<file path="src/hdl/icoc_defs.vh">
// offsets, field positions, reset values and counts of the input clock control block
`ifndef ICOC_DEFS_VH
`define ICOC_DEFS_VH

// ********************************
// register byte offsets
// ********************************
`define ICOC_OFS_CLK_MODE 8'h00
`define ICOC_OFS_PLL_CSR 8'h04
`define ICOC_OFS_PLL_MUL 8'h08
`define ICOC_OFS_PLL_DIV 8'h0C
`define ICOC_OFS_GRP_DIV 8'h10
`define ICOC_OFS_IDLE_STAT 8'h14

// ********************************
// field positions
// ********************************
`define ICOC_MODE_SEL 0
`define ICOC_CSR_PLL_ENABLE_BIT 0
`define ICOC_CSR_PWRDN 1
`define ICOC_CSR_OSC_ON 2
`define ICOC_CSR_STAB_BUSY 3
`define ICOC_CSR_FLOW 4
`define ICOC_IDLE_CLOCK_GENERATOR_IDLE_STATUS_BIT 0

// ********************************
// reset values and encodings
// ********************************
`define ICOC_MUL_RST 4'h2
`define ICOC_MUL_MIN 4'h2
`define ICOC_DIV_RST 5'h00
`define ICOC_GRP_DIV1 2'h0
`define ICOC_GRP_DIV2 2'h1
`define ICOC_GRP_DIV4 2'h2
`define ICOC_GRP_RST 6'h2A

// ********************************
// timing counts
// ********************************
`define ICOC_STAB_CYCLES 41032
`define ICOC_STRAP_WAIT 2'h2

`endif

</file>
<file path="src/hdl/icoc_gfmux.v">
// glitch-free two-source clock selector on sampled clock levels
`timescale 1ns/1ps
`default_nettype none

module icoc_gfmux
(
    input wire pclk,
    input wire presetn,
    input wire src_a,
    input wire src_b,
    input wire sel,
    output reg clk_out_q
);

reg cur_q;
wire new_lvl;
wire cur_lvl;

assign new_lvl = sel ? src_b : src_a;
assign cur_lvl = cur_q ? src_b : src_a;

// ********************************
// source switch
// ********************************
// swap only while output and new source are both low, so no short pulse
always @(posedge pclk or negedge presetn)
begin
    if (!presetn)
    begin
        cur_q <= 1'b0;
        clk_out_q <= 1'b0;
    end
    else if ((sel != cur_q) && !clk_out_q && !new_lvl)
    begin
        cur_q <= sel;
        clk_out_q <= 1'b0;
    end
    else
    begin
        clk_out_q <= cur_lvl;
    end
end

endmodule

`default_nettype wire

</file>
<file path="src/hdl/icoc_top.v">
// input clock selection, pll emulation, group dividers and oscillator control
`timescale 1ns/1ps
`default_nettype none
`include "icoc_defs.vh"

module icoc_top
#(
    parameter STAB_CYCLES = `ICOC_STAB_CYCLES
)
(
    input wire pclk,
    input wire presetn,
    input wire psel,
    input wire penable,
    input wire pwrite,
    input wire [7:0] paddr,
    input wire [31:0] pwdata,
    output reg [31:0] prdata,
    output reg pready,
    output reg pslverr,
    input wire oscillator_output_clock,
    input wire external_clock_input_pin,
    input wire clock_source_strap_pin,
    input wire clock_generator_idle_status_bit,
    output reg crystal_drive_enable_q,
    output reg input_clock_select_bit_q,
    output reg core_clk_q,
    output wire [2:0] group_clk_q,
    output reg program_flow_enable_q
);

localparam [3:0] ST_STRAP = 4'b0001;
localparam [3:0] ST_STAB = 4'b0010;
localparam [3:0] ST_RUN = 4'b0100;
localparam [3:0] ST_PDN = 4'b1000;
localparam [15:0] STAB_LOAD = STAB_CYCLES[15:0];

// pin synchronisers
reg osc_s1_q;
reg osc_s2_q;
reg ext_s1_q;
reg ext_s2_q;
reg strap_s1_q;
reg strap_s2_q;
reg osc_prev_q;

// software registers
reg pll_enable_bit_q;
reg pwrdn_q;
reg [3:0] mul_q;
reg [4:0] div_q;
reg [5:0] grp_code_q;

// sequencing
reg [3:0] state_q;
reg [1:0] wait_q;
reg [15:0] stab_q;

// clock path
wire in_clk;
wire core_clk;
reg in_prev_q;
reg core_prev_q;
reg [6:0] credit_q;
reg [6:0] credit_d;
reg nco_q;

// bus decode
reg [31:0] rd_d;
reg hit_d;
wire setup;
wire wr_en;
wire in_rise;
wire core_rise;
wire osc_rise;
wire [5:0] d_fac;
wire tog;
wire stab_busy;

assign setup = psel & ~penable;
assign wr_en = psel & penable & pready & pwrite & hit_d;
assign in_rise = in_clk & ~in_prev_q;
assign core_rise = core_clk & ~core_prev_q;
assign osc_rise = osc_s2_q & ~osc_prev_q;
assign d_fac = {1'b0, div_q} + 6'h01;
assign tog = (credit_q >= {1'b0, d_fac});
assign stab_busy = (stab_q != 16'h0000);

// ********************************
// pin synchronisers
// ********************************
// the oscillator, external clock and strap pins pass two flops before any logic looks at them
always @(posedge pclk or negedge presetn)
begin
    if (!presetn)
    begin
        osc_s1_q <= 1'b0;
        osc_s2_q <= 1'b0;
        ext_s1_q <= 1'b0;
        ext_s2_q <= 1'b0;
        strap_s1_q <= 1'b0;
        strap_s2_q <= 1'b0;
        osc_prev_q <= 1'b0;
    end
    else
    begin
        osc_s1_q <= oscillator_output_clock;
        osc_s2_q <= osc_s1_q;
        ext_s1_q <= external_clock_input_pin;
        ext_s2_q <= ext_s1_q;
        strap_s1_q <= clock_source_strap_pin;
        strap_s2_q <= strap_s1_q;
        osc_prev_q <= osc_s2_q;
    end
end

// ********************************
// apb read decode
// ********************************
always @*
begin
    rd_d = 32'h00000000;
    hit_d = 1'b1;
    case (paddr)
        `ICOC_OFS_CLK_MODE:
        begin
            rd_d[`ICOC_MODE_SEL] = input_clock_select_bit_q;
        end
        `ICOC_OFS_PLL_CSR:
        begin
            rd_d[`ICOC_CSR_PLL_ENABLE_BIT] = pll_enable_bit_q;
            rd_d[`ICOC_CSR_PWRDN] = pwrdn_q;
            rd_d[`ICOC_CSR_OSC_ON] = crystal_drive_enable_q;
            rd_d[`ICOC_CSR_STAB_BUSY] = stab_busy;
            rd_d[`ICOC_CSR_FLOW] = program_flow_enable_q;
        end
        `ICOC_OFS_PLL_MUL:
        begin
            rd_d[3:0] = mul_q;
        end
        `ICOC_OFS_PLL_DIV:
        begin
            rd_d[4:0] = div_q;
        end
        `ICOC_OFS_GRP_DIV:
        begin
            rd_d[5:0] = grp_code_q;
        end
        `ICOC_OFS_IDLE_STAT:
        begin
            rd_d[`ICOC_IDLE_CLOCK_GENERATOR_IDLE_STATUS_BIT] = clock_generator_idle_status_bit;
        end
        default:
        begin
            hit_d = 1'b0;
        end
    endcase
end

// ********************************
// apb handshake
// ********************************
// one wait-free access cycle: answer prepared during setup
always @(posedge pclk or negedge presetn)
begin
    if (!presetn)
    begin
        pready <= 1'b0;
        pslverr <= 1'b0;
        prdata <= 32'h00000000;
    end
    else
    begin
        pready <= setup;
        pslverr <= setup & ~hit_d;
        if (setup)
        begin
            prdata <= pwrite ? 32'h00000000 : rd_d;
        end
    end
end

// ********************************
// software registers
// ********************************
// multiplier below two is raised to two; divider holds factor minus one
always @(posedge pclk or negedge presetn)
begin
    if (!presetn)
    begin
        pll_enable_bit_q <= 1'b0;
        pwrdn_q <= 1'b0;
        mul_q <= `ICOC_MUL_RST;
        div_q <= `ICOC_DIV_RST;
        grp_code_q <= `ICOC_GRP_RST;
    end
    else if (wr_en)
    begin
        case (paddr)
            `ICOC_OFS_PLL_CSR:
            begin
                pll_enable_bit_q <= pwdata[`ICOC_CSR_PLL_ENABLE_BIT];
                pwrdn_q <= pwdata[`ICOC_CSR_PWRDN];
            end
            `ICOC_OFS_PLL_MUL:
            begin
                mul_q <= (pwdata[3:0] < `ICOC_MUL_MIN) ? `ICOC_MUL_MIN : pwdata[3:0];
            end
            `ICOC_OFS_PLL_DIV:
            begin
                div_q <= pwdata[4:0];
            end
            `ICOC_OFS_GRP_DIV:
            begin
                // code three is not a ratio: treated as divide-by-four
                grp_code_q[1:0] <= (pwdata[1:0] == 2'h3) ? `ICOC_GRP_DIV4 : pwdata[1:0];
                grp_code_q[3:2] <= (pwdata[3:2] == 2'h3) ? `ICOC_GRP_DIV4 : pwdata[3:2];
                grp_code_q[5:4] <= (pwdata[5:4] == 2'h3) ? `ICOC_GRP_DIV4 : pwdata[5:4];
            end
            default:
            begin
                pll_enable_bit_q <= pll_enable_bit_q;
            end
        endcase
    end
end

// ********************************
// strap, stabilization and power-down sequencer
// ********************************
// strap is caught after release, once the synchroniser has filled
always @(posedge pclk or negedge presetn)
begin
    if (!presetn)
    begin
        state_q <= ST_STRAP;
        wait_q <= 2'h0;
        stab_q <= 16'h0000;
        input_clock_select_bit_q <= 1'b0;
        crystal_drive_enable_q <= 1'b1;
        program_flow_enable_q <= 1'b0;
    end
    else
    begin
        // counter runs on reference clock edges only
        if (stab_busy && osc_rise)
        begin
            stab_q <= stab_q - 16'h0001;
        end
        case (state_q)
            ST_STRAP:
            begin
                if (wait_q != `ICOC_STRAP_WAIT)
                begin
                    wait_q <= wait_q + 2'h1;
                end
                else if (!strap_s2_q)
                begin
                    input_clock_select_bit_q <= 1'b0;
                    stab_q <= STAB_LOAD;
                    state_q <= ST_STAB;
                end
                else
                begin
                    input_clock_select_bit_q <= 1'b1;
                    program_flow_enable_q <= 1'b1;
                    state_q <= ST_RUN;
                end
            end
            ST_STAB:
            begin
                // flow held until the count reaches zero, no extra delay
                if (!stab_busy)
                begin
                    program_flow_enable_q <= 1'b1;
                    state_q <= ST_RUN;
                end
            end
            ST_RUN:
            begin
                if (wr_en && (paddr == `ICOC_OFS_CLK_MODE))
                begin
                    input_clock_select_bit_q <= pwdata[`ICOC_MODE_SEL];
                end
                if (pwrdn_q && input_clock_select_bit_q)
                begin
                    crystal_drive_enable_q <= 1'b0;
                    state_q <= ST_PDN;
                end
                else if (pwrdn_q && clock_generator_idle_status_bit)
                begin
                    crystal_drive_enable_q <= 1'b0;
                    program_flow_enable_q <= 1'b0;
                    state_q <= ST_PDN;
                end
            end
            ST_PDN:
            begin
                if (!pwrdn_q)
                begin
                    crystal_drive_enable_q <= 1'b1;
                    stab_q <= STAB_LOAD;
                    state_q <= input_clock_select_bit_q ? ST_RUN : ST_STAB;
                end
            end
            default:
            begin
                state_q <= ST_STRAP;
            end
        endcase
    end
end

// ********************************
// input and mode selection
// ********************************
icoc_gfmux u_in_mux
(
    .pclk(pclk),
    .presetn(presetn),
    .src_a(osc_s2_q),
    .src_b(ext_s2_q),
    .sel(input_clock_select_bit_q),
    .clk_out_q(in_clk)
);

icoc_gfmux u_mode_mux
(
    .pclk(pclk),
    .presetn(presetn),
    .src_a(in_clk),
    .src_b(nco_q),
    .sel(pll_enable_bit_q),
    .clk_out_q(core_clk)
);

// ********************************
// pll rate emulation
// ********************************
// credit of 2*mul per input rise, each half period spends the divide factor;
// output rate limited to half of pclk, a trade for staying single-clock
always @*
begin
    credit_d = credit_q;
    // credit added only below half scale, so a product above pclk/2 cannot wrap it
    if (in_rise && !credit_q[6])
    begin
        credit_d = credit_d + {2'b00, mul_q, 1'b0};
    end
    if (tog)
    begin
        credit_d = credit_d - {1'b0, d_fac};
    end
end

always @(posedge pclk or negedge presetn)
begin
    if (!presetn)
    begin
        in_prev_q <= 1'b0;
        core_prev_q <= 1'b0;
        credit_q <= 7'h00;
        nco_q <= 1'b0;
        core_clk_q <= 1'b0;
    end
    else
    begin
        in_prev_q <= in_clk;
        core_prev_q <= core_clk;
        credit_q <= credit_d;
        if (tog)
        begin
            nco_q <= ~nco_q;
        end
        core_clk_q <= core_clk;
    end
end

// ********************************
// clock group dividers
// ********************************
genvar g;
generate
    for (g = 0; g < 3; g = g + 1)
    begin : grp
        reg [1:0] code_q;
        reg [1:0] cnt_q;
        reg gclk_q;
        wire [1:0] want;
        assign want = grp_code_q[2 * g + 1:2 * g];
        assign group_clk_q[g] = gclk_q;
        // ratio changes only while both clocks are low
        always @(posedge pclk or negedge presetn)
        begin
            if (!presetn)
            begin
                code_q <= `ICOC_GRP_DIV4;
                cnt_q <= 2'h0;
                gclk_q <= 1'b0;
            end
            else if ((code_q != want) && !gclk_q && !core_clk)
            begin
                code_q <= want;
                cnt_q <= 2'h0;
            end
            else
            begin
                if (core_rise)
                begin
                    cnt_q <= cnt_q + 2'h1;
                end
                if (code_q == `ICOC_GRP_DIV1)
                begin
                    gclk_q <= core_clk;
                end
                else if (core_rise && ((code_q == `ICOC_GRP_DIV2) || cnt_q[0]))
                begin
                    gclk_q <= ~gclk_q;
                end
            end
        end
    end
endgenerate

endmodule

`default_nettype wire

</file>
<file path="config.mk">
export PLATFORM = sky130hd
export DESIGN_NAME = icoc_top
export DESIGN_NICKNAME = d
export VERILOG_FILES = /design/src/hdl/icoc_gfmux.v /design/src/hdl/icoc_top.v
export VERILOG_INCLUDE_DIRS = /design/src /design/src/hdl
export SDC_FILE = /design/constraint.sdc
export NUM_CORES = 1
export LEC_CHECK = 0
export BUFFER_PORTS_ARGS = -buffer_cell sky130_fd_sc_hd__buf_4
export CAP_MARGIN = 0
export CORE_MARGIN = 2
export CORE_UTILIZATION = 40
export CTS_BUF_LIST = sky130_fd_sc_hd__clkbuf_8
export DETAILED_ROUTE_END_ITERATION = 8
export GPL_ROUTABILITY_DRIVEN = 0
export MAX_ROUTING_LAYER = met4
export PLACE_DENSITY = 0.71
export SYNTH_ARGS = -nofsm -noshare
export SYNTH_HDL_FRONTEND = slang
export SYNTH_HIERARCHICAL = 1
export SYNTH_SLANG_ARGS = --single-unit
</file>
<file path="constraint.sdc">
create_clock -name pclk -period 4.2 [get_ports pclk]
set_clock_uncertainty 0.15 [all_clocks]
set_input_delay 0.21 -clock pclk [delete_from_list [all_inputs] [get_ports pclk]]
set_output_delay 0.21 -clock pclk [all_outputs]
set_load 0.05 [all_outputs]
</file>
---- Word level (Yosys, flattened, before mapping) ----
Cells that the tools add are included.
cells by class
  $add $sub $neg .......................... 8
  multipliers ............................. 0
  div/mod/pow operators ................... 0
  magnitude comparators ................... 2
  eq/ne operators ......................... 29
  shift operators ......................... 0
  muxes and demuxes ....................... 56
  bitwise gates (word level) .............. 21
  reduce and logical (&&, ||, !) cells .... 56
operators with widths
  cell                     number
  $mux W16                 4
  $pmux W16 S2             1
  $mux W1                  24
  $mux W4                  6
  $logic_and A1 B1 Y1      18
  $mux W2                  9
  $eq A8 B4 Y1 const B     2
  $eq A8 B5 Y1 const B     2
  $ne A2 B2 Y1 const B     8
  $pmux W4 S4              1
  $reduce_and A2 Y1        8
  $reduce_bool A16 Y1      1
  $reduce_bool A2 Y1       8
  $sub A16 B1 Y16 const B  1
  $mux W7                  2
  $not A1 Y1               12
  $pmux W3 S4              1
  $and A1 B1 Y1            9
  $add A2 B1 Y2 const B    4
  $eq A8 B3 Y1 const B     1
  $logic_not A1 Y1         8
  $logic_not A8 Y1         1
  $add A7 B5 Y7            1
  $ge A7 B6 Y1             1
  24 further kinds         39
word-level totals
  register bits after elaboration ......... 112
  latch bits .............................. 0
  memory bits (writable) .................. 0
  memory bits (read-only) ................. 0
  input bits .............................. 49
  output and inout port bits .............. 41
  word-level logic and storage cells ...... 210
  memories ................................ 0

---- Logic depth before layout (Yosys ltp) ----
Gate-level depths: netlist of the first run.
  depth in word-level cells ............... 7
  gate-level depth with buffers ........... 11
  mapped depth without buffers ............ 11

---- Hierarchy ----
The synthesis of the first run kept the hierarchy.
by module, submodules not included
  module      times used  cells each  area each (um^2)  sequential area each (um^2)
  icoc_top    1           460         4629.4            1988.2
  icoc_gfmux  2           10          96.3              50.0

---- Worst setup path after synthesis of the first run ----
OpenSTA, ideal clock, no wires.
  path kind ............................... register to register
  start ................................... register mul_q[0]
  end ..................................... register credit_q[6]
  setup time .............................. 0.080 ns
  arrival time ............................ 2.398 ns
  data required time ...................... 3.970 ns
  slack ................................... 1.572 ns
  cell stages (with the launch flop) ...... 10
  path buffers ............................ 0
  period minus slack after synthesis ...... 2.628 ns
  cell sequence ........................... dfrtp_1 -> ha_1 -> fa_1 -> mux2_2 -> ha_1 -> nor2b_1 -> nor3_1 -> o21bai_1 -> a211oi_1 -> xnor2_1
between the ends
  word-level cells in the longest chain between the ends .. 4
RTL lines
  element                 RTL line        source
  start, declared         icoc_top.v:50   reg [3:0] mul_q;
  start signal, assigned  icoc_top.v:193  mul_q <= `ICOC_MUL_RST;
  start signal, assigned  icoc_top.v:207  mul_q <= (pwdata[3:0] < `ICOC_MUL_MIN) ? `ICOC_MUL_MIN : pwdata[3:0];
  $add A7 B5 Y7 *         icoc_top.v:348  credit_d = credit_d + {2'b00, mul_q, 1'b0};
  $mux W7 *               icoc_top.v:346  if (in_rise && !credit_q[6])
  $sub A7 B6 Y7           icoc_top.v:352  credit_d = credit_d - {1'b0, d_fac};
  $mux W7 *               icoc_top.v:350  if (tog)
  net credit_d[6]         icoc_top.v:65   reg [6:0] credit_d;
  end signal, assigned    icoc_top.v:370  credit_q <= credit_d;
  end, declared           icoc_top.v:64   reg [6:0] credit_q;
The timed path passes the listed nets; every way through them passes the cells marked *.
A chain may end at the register's enable or synchronous reset.

---- Final worst setup path of the first run ----
  start ................................... register u_in_mux.clk_out_q
  end ..................................... register credit_q[6]
between the ends
  word-level cells in the longest chain between the ends .. 5
RTL lines
  element                 RTL line         source
  start, declared         icoc_gfmux.v:12  output reg clk_out_q
  start signal, assigned  icoc_gfmux.v:40  clk_out_q <= cur_lvl;
  $and A1 B1 Y1 *         icoc_top.v:82    assign in_rise = in_clk & ~in_prev_q;
  $logic_and A1 B1 Y1 *   icoc_top.v:346
  $mux W7 *               icoc_top.v:346
  $sub A7 B6 Y7           icoc_top.v:352
  $mux W7 *               icoc_top.v:350
  net credit_d[6]         icoc_top.v:65
Marks and branches as above.

==> results of run 1 <==
what timing repair did:
action                                 4_1_cts  5_1_grt
resized for setup                            0        0
endpoints found under the hold margin       53        0
hold buffers                                10        0
logic make-up after synthesis:
group                      Yosys count
DFF                                 83
adders and majority gates           21
muxes                               35
and+or+nand+nor                    150
other                                1
xor gates and xnor gates            33
buffers and inverters               60
AOI/OAI and AO/OA                   97
stage by stage:
step                setup slack [ns]  utilization (%)
floorplan                       1.57                -
global placement                1.40             42.9
detailed placement              1.37             42.9
CTS                             1.35             45.4
global route                    1.10             45.4
finish                          1.37             45.4
cell type report:
type | count | area, um2 | area share [%]
multi-input cells | 362 | 2480 | 45.9
flip-flops and latches | 83 | 2090 | 38.6
repair buffers | 49 | 393 | 7.26
well taps | 147 | 184 | 3.40
clock buffers | 13 | 179 | 3.31
inverters | 17 | 63.8 | 1.18
clock inverters | 3 | 20.0 | 0.370
where the power goes:
part | leakage (nW) | internal, mW | switching (mW)
combinational | 1.28 | 0.542 | 0.663
clock | 0.0977 | 0.279 | 0.290
sequential | 1.03 | 1.00 | 0.262
total | 2.41 | 1.82 | 1.22
critical path, stage by stage (launching register included):
cell and delay (ns):
dfrtp_1 0.48, nor3b_2 0.51, mux2_2 0.41, ha_1 0.32, nor2b_1 0.16, nor3_1 0.19, o21bai_1 0.11, a211oi_1 0.29
xnor2_1 0.15
synth_stat cells (all sizes together) (4+ instances only):
master	count
a211oi	6
a21oi	17
a22o	10
and2	4
buf	31
clkbuf	12
dfrtp	74
dfstp	9
ha	19
inv	17
mux2	28
mux2i	6
nand2	29
nand2b	5
nand3	11
nand3b	4
nand4	4
nor2	46
nor2b	15
nor3	7
nor3b	8
nor4	4
nor4b	5
o21ai	33
xnor2	16
xor2	17
layer usage:
metal / track usage [%] / part of all wire, % / vias up
li1: - / - / 1718
met1: 20.5 / 47 / 1690
met2: 26.2 / 48 / 85
met3: 3.61 / 3.9 / 7
met4: 5.53 / 1.0 / 0
met5: - / 0 / -
flip-flops by register name, summed over array words and instances, names as in the netlist, 2 cells and up:
name / flops
wait_q: 2
mul_q: 4
stab_q: 16
grp_code_q: 6
div_q: 5
grp.code_q: 6
grp.gclk_q: 3
grp.cnt_q: 3
prdata: 6
credit_q: 7
state_q: 4
worst min path at each step:
stage	startpoint	endpoint	slack (ns)
2_1_floorplan	presetn	core_prev_q$_DFF_PN0_	-0.24
3_3_place_gp	presetn	strap_s1_q$_DFF_PN0_	0.07
3_5_place_dp	presetn	osc_s1_q$_DFF_PN0_	0.08
4_1_cts	clock_generator_idle_status_bit	crystal_drive_enable_q$_DFFE_PN1P_	0.02
5_1_grt	paddr[4]	pslverr$_DFF_PN0_	0.05
6_report	clock_generator_idle_status_bit	crystal_drive_enable_q$_DFFE_PN1P_	0.03
==> results.md, run 1 <==
- DRT Pass-1 Iters: 5
- Average routed wire per standard cell: 14.5 um
- Starting density of the core: 40.5%
- Worst-case hold slack: ~0.035 ns
- Count of nets after finishing: around 590
- Slew Limit Fails: 0
- Fraction of layout instances using a drive strength above 1: 19.9%
- Area growth from synthesis to final layout: 12.2%
- Worst Path Class, Setup: reg2reg
- Cell count after placement: about 650
- Highest net fanout along the worst path: 8
- Yosys warnings: 6
- Worst hold path stage count: 4
- Power density over cell area: 561 nW/um2
- Result of the run: finished, final reports clean
- Post-synthesis adder-cell area fraction: 5.76%
- Total setup violations reported at the end of the flow: 0
- Post-synthesis average cell area: 10.0 um2
- Clk sink count: 83
- Yosys reg bits: 83
- Most common cell after layout, fill and taps aside: dfrtp_1
- Number of fill cells in the layout: 1,120
- Clock tree from TritonCTS: built
- Critical register-to-register path endpoint: credit_q[6]$_DFF_PN0_
- Clock transition time at the flip-flop clock pins of the worst setup and hold paths: approximately 0.09 ns
- Area share of the leading cell type in the synthesized netlist: 38.4%
- Maximum achievable frequency: 353 MHz
- CORE AREA: about 12,000 um2
- Share of the synthesized area in compound gates (AO/OA/AOI/OAI): 13.4%
- Cell chosen for the clock root: clkbuf_8
- GR Overflow Total: 0
- Cell taking the most area after synthesis: dfrtp_1
- Setup repair after global routing missed its margin: no
- Relative slew slack: 34.9%
- Total Routing Usage GR: 16.3%
- Post-synthesis instance total: between 400 and 500
- Endpoint required time on the critical path: 4.33 ns
- Startpoint type of the worst setup path: flop
- Final antenna-violating net count: 0
- Dominant combinational cell family by area after synthesis: simple AND/OR/NAND/NOR gates
- Initial antenna violation count: 0
- TritonCTS buffer count: 9
- Launching instance or port of the critical path: u_in_mux/clk_out_q$_DFF_PN0_
- Setup fix buffers added after clock tree synthesis: 0
- Area of the die: 12,900 um2
- Number of ports placed on the die boundary: 90
- Post-layout minimum cycle time: 2.83 ns
- Via count of the first global-routing pass: 3,411
- Share of the yosys chip area belonging to registers: 43.3%
- Main flop type after synthesis: dfrtp_1
- H-tree depth: 3
- Register-to-Register Path Depth: 8
- Data arrival at the endpoint of the critical path: just under 3 ns
- Leakage: 2.41 nW
- Largest net degree at the start of global routing: 45
- Netlist Area Pre-Place: 4820 um2
- Iter 0 DRT Violations: 157
- Placement-stage cell area: roughly 5100 um2
- Share of cell area taken by muxes after synthesis: 8.25%
- Last element of the critical path: credit_q[6]$_DFF_PN0_
- Fraction of synthesis flops using an asynchronous set or reset pin: between 90% and 100%
- Startpoint of the lowest-slack register-to-register path: u_in_mux/clk_out_q$_DFF_PN0_
- Vertical extent of the die: 114 um
- Top library cells by usage in the layout, fill and taps aside: 74 x dfrtp_1, 46 x nor2_1, 39 x buf_4, 33 x o21ai_0, 29 x nand2_1
- Worst Tran Pin Value: 0.977 ns
- Largest cells by area after synthesis: dfrtp_1 38%, mux2_2 6.5%, ha_1 4.9%
- Reported max-cap violation count: 0
- EDFF count, synth: 0
- Number of library cell types mapped by synthesis: 60
- Via count: 3,500
- Cell area after layout: 5410 um2
- Overall power after layout: 3.04 mW
- Hold Crit Class: in2reg
- Nature of the critical path endpoint: flop
- Hpwl dp: 7.01 mm
- Site Rows: 40
- Part of the cycle the worst path needs: 67.4%
- Width of the die: 114 um
- Xor and xnor fraction of the mapped netlist area: between 5 and 6%
- Number of hold violations in the final report: 0
- Diode count: 0
- Basic-gate share of the synthesized area counting and, or, nand and nor cells: around 16%
- Flop-to-flop setup slack: approximately 1.4 ns
- IO buf count: 37
- Detailed-route wire length: 9.79 mm
- DR vias/cell: a little over 5
- Number of DRC violations after detailed routing: 0
- Total negative slack: 0 ns
- Cell Count, Final, Fillers Out: 674
- CTS max path bufs: 2
- IR drop worst, VDD: 0.000186 V
- First-pass GRT wire length: 16.4 mm
- Clock latency of the later-clocked register in the worst-skew pair: 0.36 ns
No activity file was read; power rests on OpenSTA's default activity.
==> inputs of run 2 (changes only) <==
--- a/config.mk
+++ b/config.mk
@@ -14,7 +14,7 @@
 export DETAILED_ROUTE_END_ITERATION = 8
 export GPL_ROUTABILITY_DRIVEN = 0
 export MAX_ROUTING_LAYER = met4
-export PLACE_DENSITY = 0.71
+export PLACE_DENSITY = 0.73
 export SYNTH_ARGS = -nofsm -noshare
 export SYNTH_HDL_FRONTEND = slang
 export SYNTH_HIERARCHICAL = 1
==> constraint.sdc (replaced) <==
create_clock -name pclk -period 2.5 [get_ports pclk]
set_clock_uncertainty 0.15 [all_clocks]
set_input_delay 0.125 -clock pclk [delete_from_list [all_inputs] [get_ports pclk]]
set_output_delay 0.125 -clock pclk [all_outputs]
set_load 0.05 [all_outputs]
==> run 2 against run 1 <==
Compared with the run above:
- register-to-register slack lost 1.5 ns
- critical endpoint is now credit_q[5]$_DFF_PN0_
- the flow now finishes with violations (setup timing)
- largest cell class unchanged
- sequential power increased by 68%
- total power is 77% higher
- non-clock buffer count increased by 34
- largest power group is now combinational cells
- routed wire length rose by 0.72%
- highest routed layer unchanged
- maximum frequency rose by 9.4%
- final cell count increased by 5.0%
==> results.md, run 2 (same netlist as run 1, synthesis figures left out) <==
- Result of the run: finished with violations
- Violated checks: setup timing
- Hold path endpoint: pready$_DFF_PN0_
- Most common cell after layout, fill and taps aside: dfrtp_1
- Starting density of the core: 40.5% (unchanged)
- Clk sink count: 83 (unchanged)
- Total setup violations reported at the end of the flow: 3 (+3)
- Most flops, register: stab_q
- DR vias/cell: 5.15 (-0.75%)
- Multi-input gate area in the final layout: 2560 um2 (+3.0%)
- Switching part of the total: 39.5% (-0.51 points)
- Area of the die: 12,900 um2 (unchanged)
- Number of fill cells in the layout: 1,070 (-4.5%)
- Width of the die: 114 um (unchanged)
- GR Overflow Total: 0 (unchanged)
- Data arrival at the endpoint of the critical path: 2.69 ns (-0.27 ns)
- Highest net fanout along the worst path: 5 (-3)
- IO buf count: 37 (unchanged)
- Worst Tran Pin Value: 0.696 ns (-0.281 ns)
- Iter 0 DRT Violations: 207 (+32%)
- Site Rows: 40 (unchanged)
- Maximum achievable frequency: 386 MHz (+9.4%)
- Diode count: 0 (unchanged)
- Endpoint required time on the critical path: 2.60 ns (-1.73 ns)
- Count of nets after finishing: 626 (+5.7%)
- Flop-to-flop setup slack: -0.09 ns (-1.46 ns)
- Overall power after layout: 5.38 mW (+77%)
- TritonCTS buffer count: 9 (unchanged)
- Via count: 3,649 (+4.3%)
- Register-to-Register Path Depth: 11 (+3)
- CP Cell Sequence: ha_2, fa_2, a21oi_2, nor2_1, o21a_1, xor2_1, ha_1, nor3b_1, mux2i_1, a31oi_1, a21o_1
- IR drop worst, VDD: 0.000311 V (+68%)
- Cell internal pwr: 3.26 mW (+79%)
- Worst hold path stage count: 3 (-1)
- Cell Count, Final, Fillers Out: 708 (+5.0%)
- Fraction of layout instances using a drive strength above 1: 25.5% (+5.6 points)
- Number of hold violations in the final report: 0 (unchanged)
- H-tree depth: 3 (unchanged)
- Top library cells by usage in the layout, fill and taps aside: 74 x dfrtp_1, 65 x buf_4, 46 x nor2_1, 32 x o21ai_0, 29 x nand2_1
- Clock tree from TritonCTS: built
- Worst-path cell with the longest stage delay: dfrtp_1
- Cell chosen for the clock root: clkbuf_8
- First-pass GRT wire length: 16.9 mm (+3.0%)
- Startpoint of the lowest-slack register-to-register path: mul_q[0]$_DFFE_PN0P_
- Leakage: 2.58 nW (+7.2%)
- Switch Pwr: 2.13 mW (+75%)
- Post-layout utilization of the core: 48.4% (+3.0 points)
- Via count of the first global-routing pass: 3,609 (+5.8%)
- Power density over cell area: 933 nW/um2 (+66%)
- Final antenna-violating net count: 0 (unchanged)
- Worst Min Path Start: psel
- Cell count after placement: 667 (+2.9%)
- Registers with the most flip-flops: stab_q x16, credit_q x7
- Clock transition time at the flip-flop clock pins of the worst setup and hold paths: 0.08 ns (about the same)
- Worst Path Class, Setup: reg2reg
- Total Routing Usage GR: 16.7% (+0.43 points)
- DRT Pass-1 Iters: 4 (-1)
- Startpoint type of the worst setup path: flop
- Vertical extent of the die: 114 um (unchanged)
- Part of the total power dissipated in the clock network: 17.9% (-0.8 points)
- Detailed-route wire length: 9.86 mm (+0.72%)
- Reported max-cap violation count: 0 (unchanged)
- Relative slew slack: 53.6% (+19 points)
- Part of the cycle the worst path needs: 104% (+36 points)
- Nature of the critical path endpoint: flop
- Sequential share of power: 39.3% (-2.3 points)
- Area growth from synthesis to final layout: 19.7%
- CTS max path bufs: 2 (unchanged)
- Largest incremental delay on the critical path: 0.39 ns (-0.12 ns)
- Hold Crit Class: in2reg
- Final worst-path setup slack: -0.0902 ns (-1.46 ns)
- Critical register-to-register path endpoint: credit_q[5]$_DFF_PN0_
- Initial antenna violation count: 0 (unchanged)
- Number of ports placed on the die boundary: 90 (unchanged)
- Setup repair after global routing missed its margin: yes
- Share of total power in combinational logic: 42.7% (+3.0 points)
- CORE AREA: 11,900 um2 (unchanged)
- Largest net degree at the start of global routing: 52 (+16%)
- Hpwl dp: 7.15 mm (+2.0%)
- Post-layout minimum cycle time: 2.59 ns (-0.243 ns)
- Average routed wire per standard cell: 13.9 um (-4.1%)
- Number of DRC violations after detailed routing: 0 (unchanged)
- Slew Limit Fails: 0 (unchanged)
- Worst-case hold slack: 0.0163 ns (-0.0183 ns)
- Clock latency of the later-clocked register in the worst-skew pair: 0.36 ns (about the same)
- Worst slack after detailed placement: -0.0969 ns (-1.47 ns)
- Number of flip-flops in the largest register: 16 (unchanged)
- Sequential standard cell area: 2090 um2 (unchanged)
## run 2: routing by layer
layer	GRT usage, %	vias up	wire (um)
met5	-	-	0
met4	6.50	0	127
met3	3.19	9	414
met2	25.8	89	4750
met1	21.9	1762	4570
li1	-	1789	-
## run 2: power by group through the flow
stage | Clock (mW) | Sequential [mW] | Combinational, mW
after floorplan | 0 | 2.05 | 1.74
after global placement | 0 | 2.11 | 2.15
after detailed placement | 0 | 2.13 | 2.23
after CTS | 0.998 | 2.11 | 2.29
after global routing | 1.06 | 2.18 | 2.58
final | 0.966 | 2.12 | 2.30
## run 2: critical path, delay by kind of cell, from the launching register on
family          cells  cell delay, ns
compound gates      4            0.55
xor+xnor            1            0.16
fa+ha+maj           3            0.91
flops               1            0.39
mux                 1            0.13
simple gates        2            0.21
## run 2: worst max path at each step
stage,slack (ns),startpoint,end
final,-0.09,mul_q[0]$_DFFE_PN0P_,credit_q[5]$_DFF_PN0_
after global routing,-0.22,mul_q[0]$_DFFE_PN0P_,credit_q[5]$_DFF_PN0_
after CTS,-0.09,mul_q[0]$_DFFE_PN0P_,credit_q[5]$_DFF_PN0_
after detailed placement,-0.1,mul_q[0]$_DFFE_PN0P_,credit_q[5]$_DFF_PN0_
after global placement,-0.08,mul_q[0]$_DFFE_PN0P_,credit_q[5]$_DFF_PN0_
after floorplan,0.01,mul_q[0]$_DFFE_PN0P_,credit_q[5]$_DFF_PN0_
## run 2: repair_timing
item,4_1_cts,5_1_grt
resized for setup,4,5
endpoints found under the hold margin,97,0
gates cloned,0,0
hold buffers,16,0
setup buffers,8,1
endpoints found under the setup margin,3,8
pin swaps,2,2
## run 2: through the flow
| step | instance area, um2 | TNS, ns |
|---|---|---|
| after global routing | 5770 | -0.654 |
| after floorplan | 4960 | 0 |
| after CTS | 5740 | -0.239 |
| after detailed placement | 5310 | -0.273 |
| final | 5770 | -0.198 |
| after global placement | 5310 | -0.192 |
## run 2: cell type report
type	instances	area share (%)
clock buffers	10	2.39
clock inverters	6	0.997
inverters	17	1.11
multi-input cells	362	44.4
flip-flops and latches	83	36.2
well taps	147	3.19
repair buffers	83	11.8
==> inputs of run 3 (changes only) <==
--- a/config.mk
+++ b/config.mk
@@ -6,8 +6,10 @@
 export SDC_FILE = /design/constraint.sdc
 export NUM_CORES = 1
 export LEC_CHECK = 0
+export ABC_AREA = 1
 export BUFFER_PORTS_ARGS = -buffer_cell sky130_fd_sc_hd__buf_4
 export CAP_MARGIN = 0
+export CORE_ASPECT_RATIO = 1.25
 export CORE_MARGIN = 2
 export CORE_UTILIZATION = 40
 export CTS_BUF_LIST = sky130_fd_sc_hd__clkbuf_8
@@ -15,6 +17,7 @@
 export GPL_ROUTABILITY_DRIVEN = 0
 export MAX_ROUTING_LAYER = met4
 export PLACE_DENSITY = 0.73
+export SLEW_MARGIN = 20
 export SYNTH_ARGS = -nofsm -noshare
 export SYNTH_HDL_FRONTEND = slang
 export SYNTH_HIERARCHICAL = 1
==> run 3 against run 2 <==
Compared with the run above:
- the run still ends with setup timing left
- synthesized cell count up 40%
- critical path depth up 3
- routed wire length up 14%
- die area up 6.3%
- design area up 4.3%
- utilization down 0.70 points
- sequential power down 7%
- first-iteration DRC count up 46%
- total power up 2.4%
- setup slack better by 0.090 ns
- sequential share of layout area down 1.5 points
- critical endpoint is now credit_q[6]$_DFF_PN0_
- largest power group unchanged
==> results.md, run 3 <==
- Cell count after placement: 884 (+33%)
- CTS max path bufs: 2 (unchanged)
- Share of the yosys chip area belonging to registers: 40.7% (-2.6 points)
- Via count of the first global-routing pass: 4,238 (+17%)
- Via count: 4,387 (+20%)
- Fraction of synthesis flops using an asynchronous set or reset pin: 100% (unchanged)
- Reported max-cap violation count: 0 (unchanged)
- Area share of the leading cell type in the synthesized netlist: 36.1% (-2.3 points)
- Largest incremental delay on the critical path: 0.39 ns (about the same)
- Detailed-route wire length: 11.2 mm (+14%)
- Cell Count, Final, Fillers Out: 915 (+29%)
- Startpoint type of the worst setup path: flop
- Starting density of the core: 40.7% (+0.27 points)
- Power density over cell area: 916 nW/um2 (-1.8%)
- Vertical extent of the die: 131 um (+15%)
- CP Cell Sequence: ha_2, fa_2, a21oi_2, nor2_1, o21ai_1, xnor2_1, ha_1, nand2_1, nor4_1, nor2_1, nand2_1, nand2_1, inv_1, nor2_1
- Worst-path cell with the longest stage delay: dfrtp_1
- Part of the cycle the worst path needs: 100% (-3.6 points)
- Highest net fanout along the worst path: 3 (-2)
- Slew Limit Fails: 0 (unchanged)
- Relative slew slack: 66.5% (+13 points)
- Initial antenna violation count: 0 (unchanged)
- Number of flip-flops in the largest register: 16 (unchanged)
- Flop-to-flop setup slack: -0.0004 ns (+0.09 ns)
- Overall power after layout: 5.51 mW (+2.4%)
- Top library cells by usage in the layout, fill and taps aside: 190 x nand2_1, 76 x inv_1, 75 x nor2_1, 74 x dfrtp_1, 55 x buf_4
- EDFF count, synth: 0 (unchanged)
- Registers with the most flip-flops: stab_q x16, credit_q x7
- Yosys reg bits: 83 (unchanged)
- Area of the die: 13,800 um2 (+6.3%)
- First-pass GRT wire length: 19.2 mm (+14%)
- Clock transition time at the flip-flop clock pins of the worst setup and hold paths: 0.09 ns (about the same)
- Iter 0 DRT Violations: 302 (+46%)
- DR vias/cell: 4.79 (-7.0%)
- Final worst-path setup slack: -0.000403 ns (+0.0898 ns)
- Yosys warnings: 6 (unchanged)
- Worst Path Class, Setup: reg2reg
- Leakage: 3.12 nW (+21%)
- Cell with the most instances after synthesis: nand2_1
- Most common cell after layout, fill and taps aside: nand2_1
- Fraction of layout instances using a drive strength above 1: 15.4% (-10 points)
- Hpwl dp: 8.55 mm (+20%)
- Total setup violations reported at the end of the flow: 1 (-2)
- Number of ports placed on the die boundary: 90 (unchanged)
- Width of the die: 105 um (-7.4%)
- DRT Pass-1 Iters: 5 (+1)
- Post-synthesis average cell area: 7.62 um2 (-24%)
- Nature of the critical path endpoint: flop
- CORE AREA: 12,600 um2 (+5.8%)
- Final antenna-violating net count: 0 (unchanged)
- Number of fill cells in the layout: 1,218 (+14%)
- Post-layout minimum cycle time: 2.50 ns (-0.0898 ns)
- Number of DRC violations after detailed routing: 0 (unchanged)
- Result of the run: finished with violations
- Count of nets after finishing: 812 (+30%)
- Data arrival at the endpoint of the critical path: 2.61 ns (-0.08 ns)
- Post-synthesis instance total: 674 (+40%)
- Cell chosen for the clock root: clkbuf_8
- H-tree depth: 3 (unchanged)
- Worst-case hold slack: 0.0127 ns (-0.00363 ns)
- Netlist Area Pre-Place: 5140 um2 (+6.5%)
- Cell taking the most area after synthesis: dfrtp_1
- Area growth from synthesis to final layout: 17.2%
- Number of hold violations in the final report: 0 (unchanged)
- Violated checks: setup timing
- Dominant delay contributor by cell family on the critical path: adder cells
- Clock latency of the later-clocked register in the worst-skew pair: 0.36 ns (about the same)
- Main flop type after synthesis: dfrtp_1
- Site Rows: 46 (+15%)
- Worst slack after detailed placement: -0.118 ns (-0.0213 ns)
- IR drop worst, VDD: 0.000326 V (+4.6%)
- Hold Crit Class: in2reg
- Clock tree from TritonCTS: built
- Top cells by instance count after synthesis: 191 x nand2_1, 75 x inv_1, 75 x nor2_1
- Largest net degree at the start of global routing: 47 (-9.6%)
- Maximum achievable frequency: 400 MHz (+3.6%)
- Most flops, register: stab_q
- Worst Tran Pin Value: 0.501 ns (-0.195 ns)
- Number of library cell types mapped by synthesis: 45 (-25%)
- Endpoint required time on the critical path: 2.61 ns (about the same)
- Clk sink count: 83 (unchanged)
- GR Overflow Total: 0 (unchanged)
- Average routed wire per standard cell: 12.2 um (-12%)
- IO buf count: 37 (unchanged)
- Largest cells by area after synthesis: dfrtp_1 36%, nand2_1 14%, inv_1 5.5%
- TritonCTS buffer count: 9 (unchanged)
- Setup repair after global routing missed its margin: yes
- Total Routing Usage GR: 17.9% (+1.2 points)
- Count of buffering cells on the critical path with inverters included: 1 (+1)
- Diode count: 0 (unchanged)
run 3: cell types whose count changed in the layout (fill, tap and decap cells not counted), sizes merged, moves of 22 or more:
cell,change
nand2,+166
inv,+60
nor2,+38
mux2,-27
nand4,+26
nand3,+22
run 3: logic make-up after synthesis:
| family | share of synthesized area [%] |
|---|---|
| mux | 0.219 |
| fa+ha+maj | 5.41 |
| compound gates | 7.75 |
| simple gates | 31.0 |
| xor+xnor | 3.75 |
| buf+inv | 11.2 |
| flops | 40.7 |
| other cells | 0.0730 |
run 3: where the power goes:
group | switching (mW) | internal (mW)
Sequential | 0.316 | 1.66
Clock | 0.512 | 0.592
Combinational | 1.48 | 0.953
run 3: per-stage QoR:
stage          area, um2  setup TNS [ns]  util, %
3_3_place_gp        5590         -0.0625     44.3
4_1_cts             5960         -0.0138     47.3
5_1_grt             6020          -0.333     47.7
3_5_place_dp        5590          -0.227     44.3
6_report            6020       -0.000403     47.7
2_1_floorplan       5230               0        -
run 3: path summary, 6_finish.rpt:
| path | startpoint | end | cells after the start |
|---|---|---|---|
| setup / recovery | mul_q[0]$_DFFE_PN0P_ | credit_q[6]$_DFF_PN0_ | 14 |
| hold / removal | pwrite | prdata[4]$_DFFE_PN0P_ | 5 |
| setup reg to reg | mul_q[0]$_DFFE_PN0P_ | credit_q[6]$_DFF_PN0_ | 14 |
| hold reg to reg | ext_s1_q$_DFF_PN0_ | ext_s2_q$_DFF_PN0_ | 0 |
| max in group asynchronous | presetn | grp[1].code_q[1]$_DFFE_PN1P_ | 3 |
| min in group asynchronous | presetn | state_q[2]$_DFFE_PN0P_ | 2 |
run 3: layout make-up:
class | count | area, um2 | area share, %
clock inverters | 6 | 90.1 | 1.50
clock buffers | 10 | 138 | 2.29
repair buffers | 70 | 574 | 9.54
flip-flops and latches | 83 | 2090 | 34.7
well taps | 168 | 210 | 3.49
multi-input cells | 500 | 2620 | 43.5
inverters | 78 | 298 | 4.95
run 3: worst reg2reg max path, cell delays in order (launching register included):
cell and delay, ns:
dfrtp_1 0.39, ha_2 0.20, fa_2 0.36, a21oi_2 0.14, nor2_1 0.05, o21ai_1 0.15, xnor2_1 0.10, ha_1 0.32
nand2_1 0.08, nor4_1 0.17, nor2_1 0.08, nand2_1 0.08, nand2_1 0.05, inv_1 0.05, nor2_1 0.03
run 3: timing repair:
action / 4_1_cts / 5_1_grt
endpoints found under the hold margin: 58 / 0
hold buffers: 13 / 0
setup buffers: 0 / 2
pin swaps: 2 / 7
resized for setup: 5 / 8
setup endpoints to repair: 3 / 4
run 3: metal layers:
metal	share of wire [%]	wire length [um]	track usage, %
met1	43	4830	20.7
met2	51	5700	31.3
met3	4.2	465	3.22
met4	1.9	210	6.75
met5	0	0	-
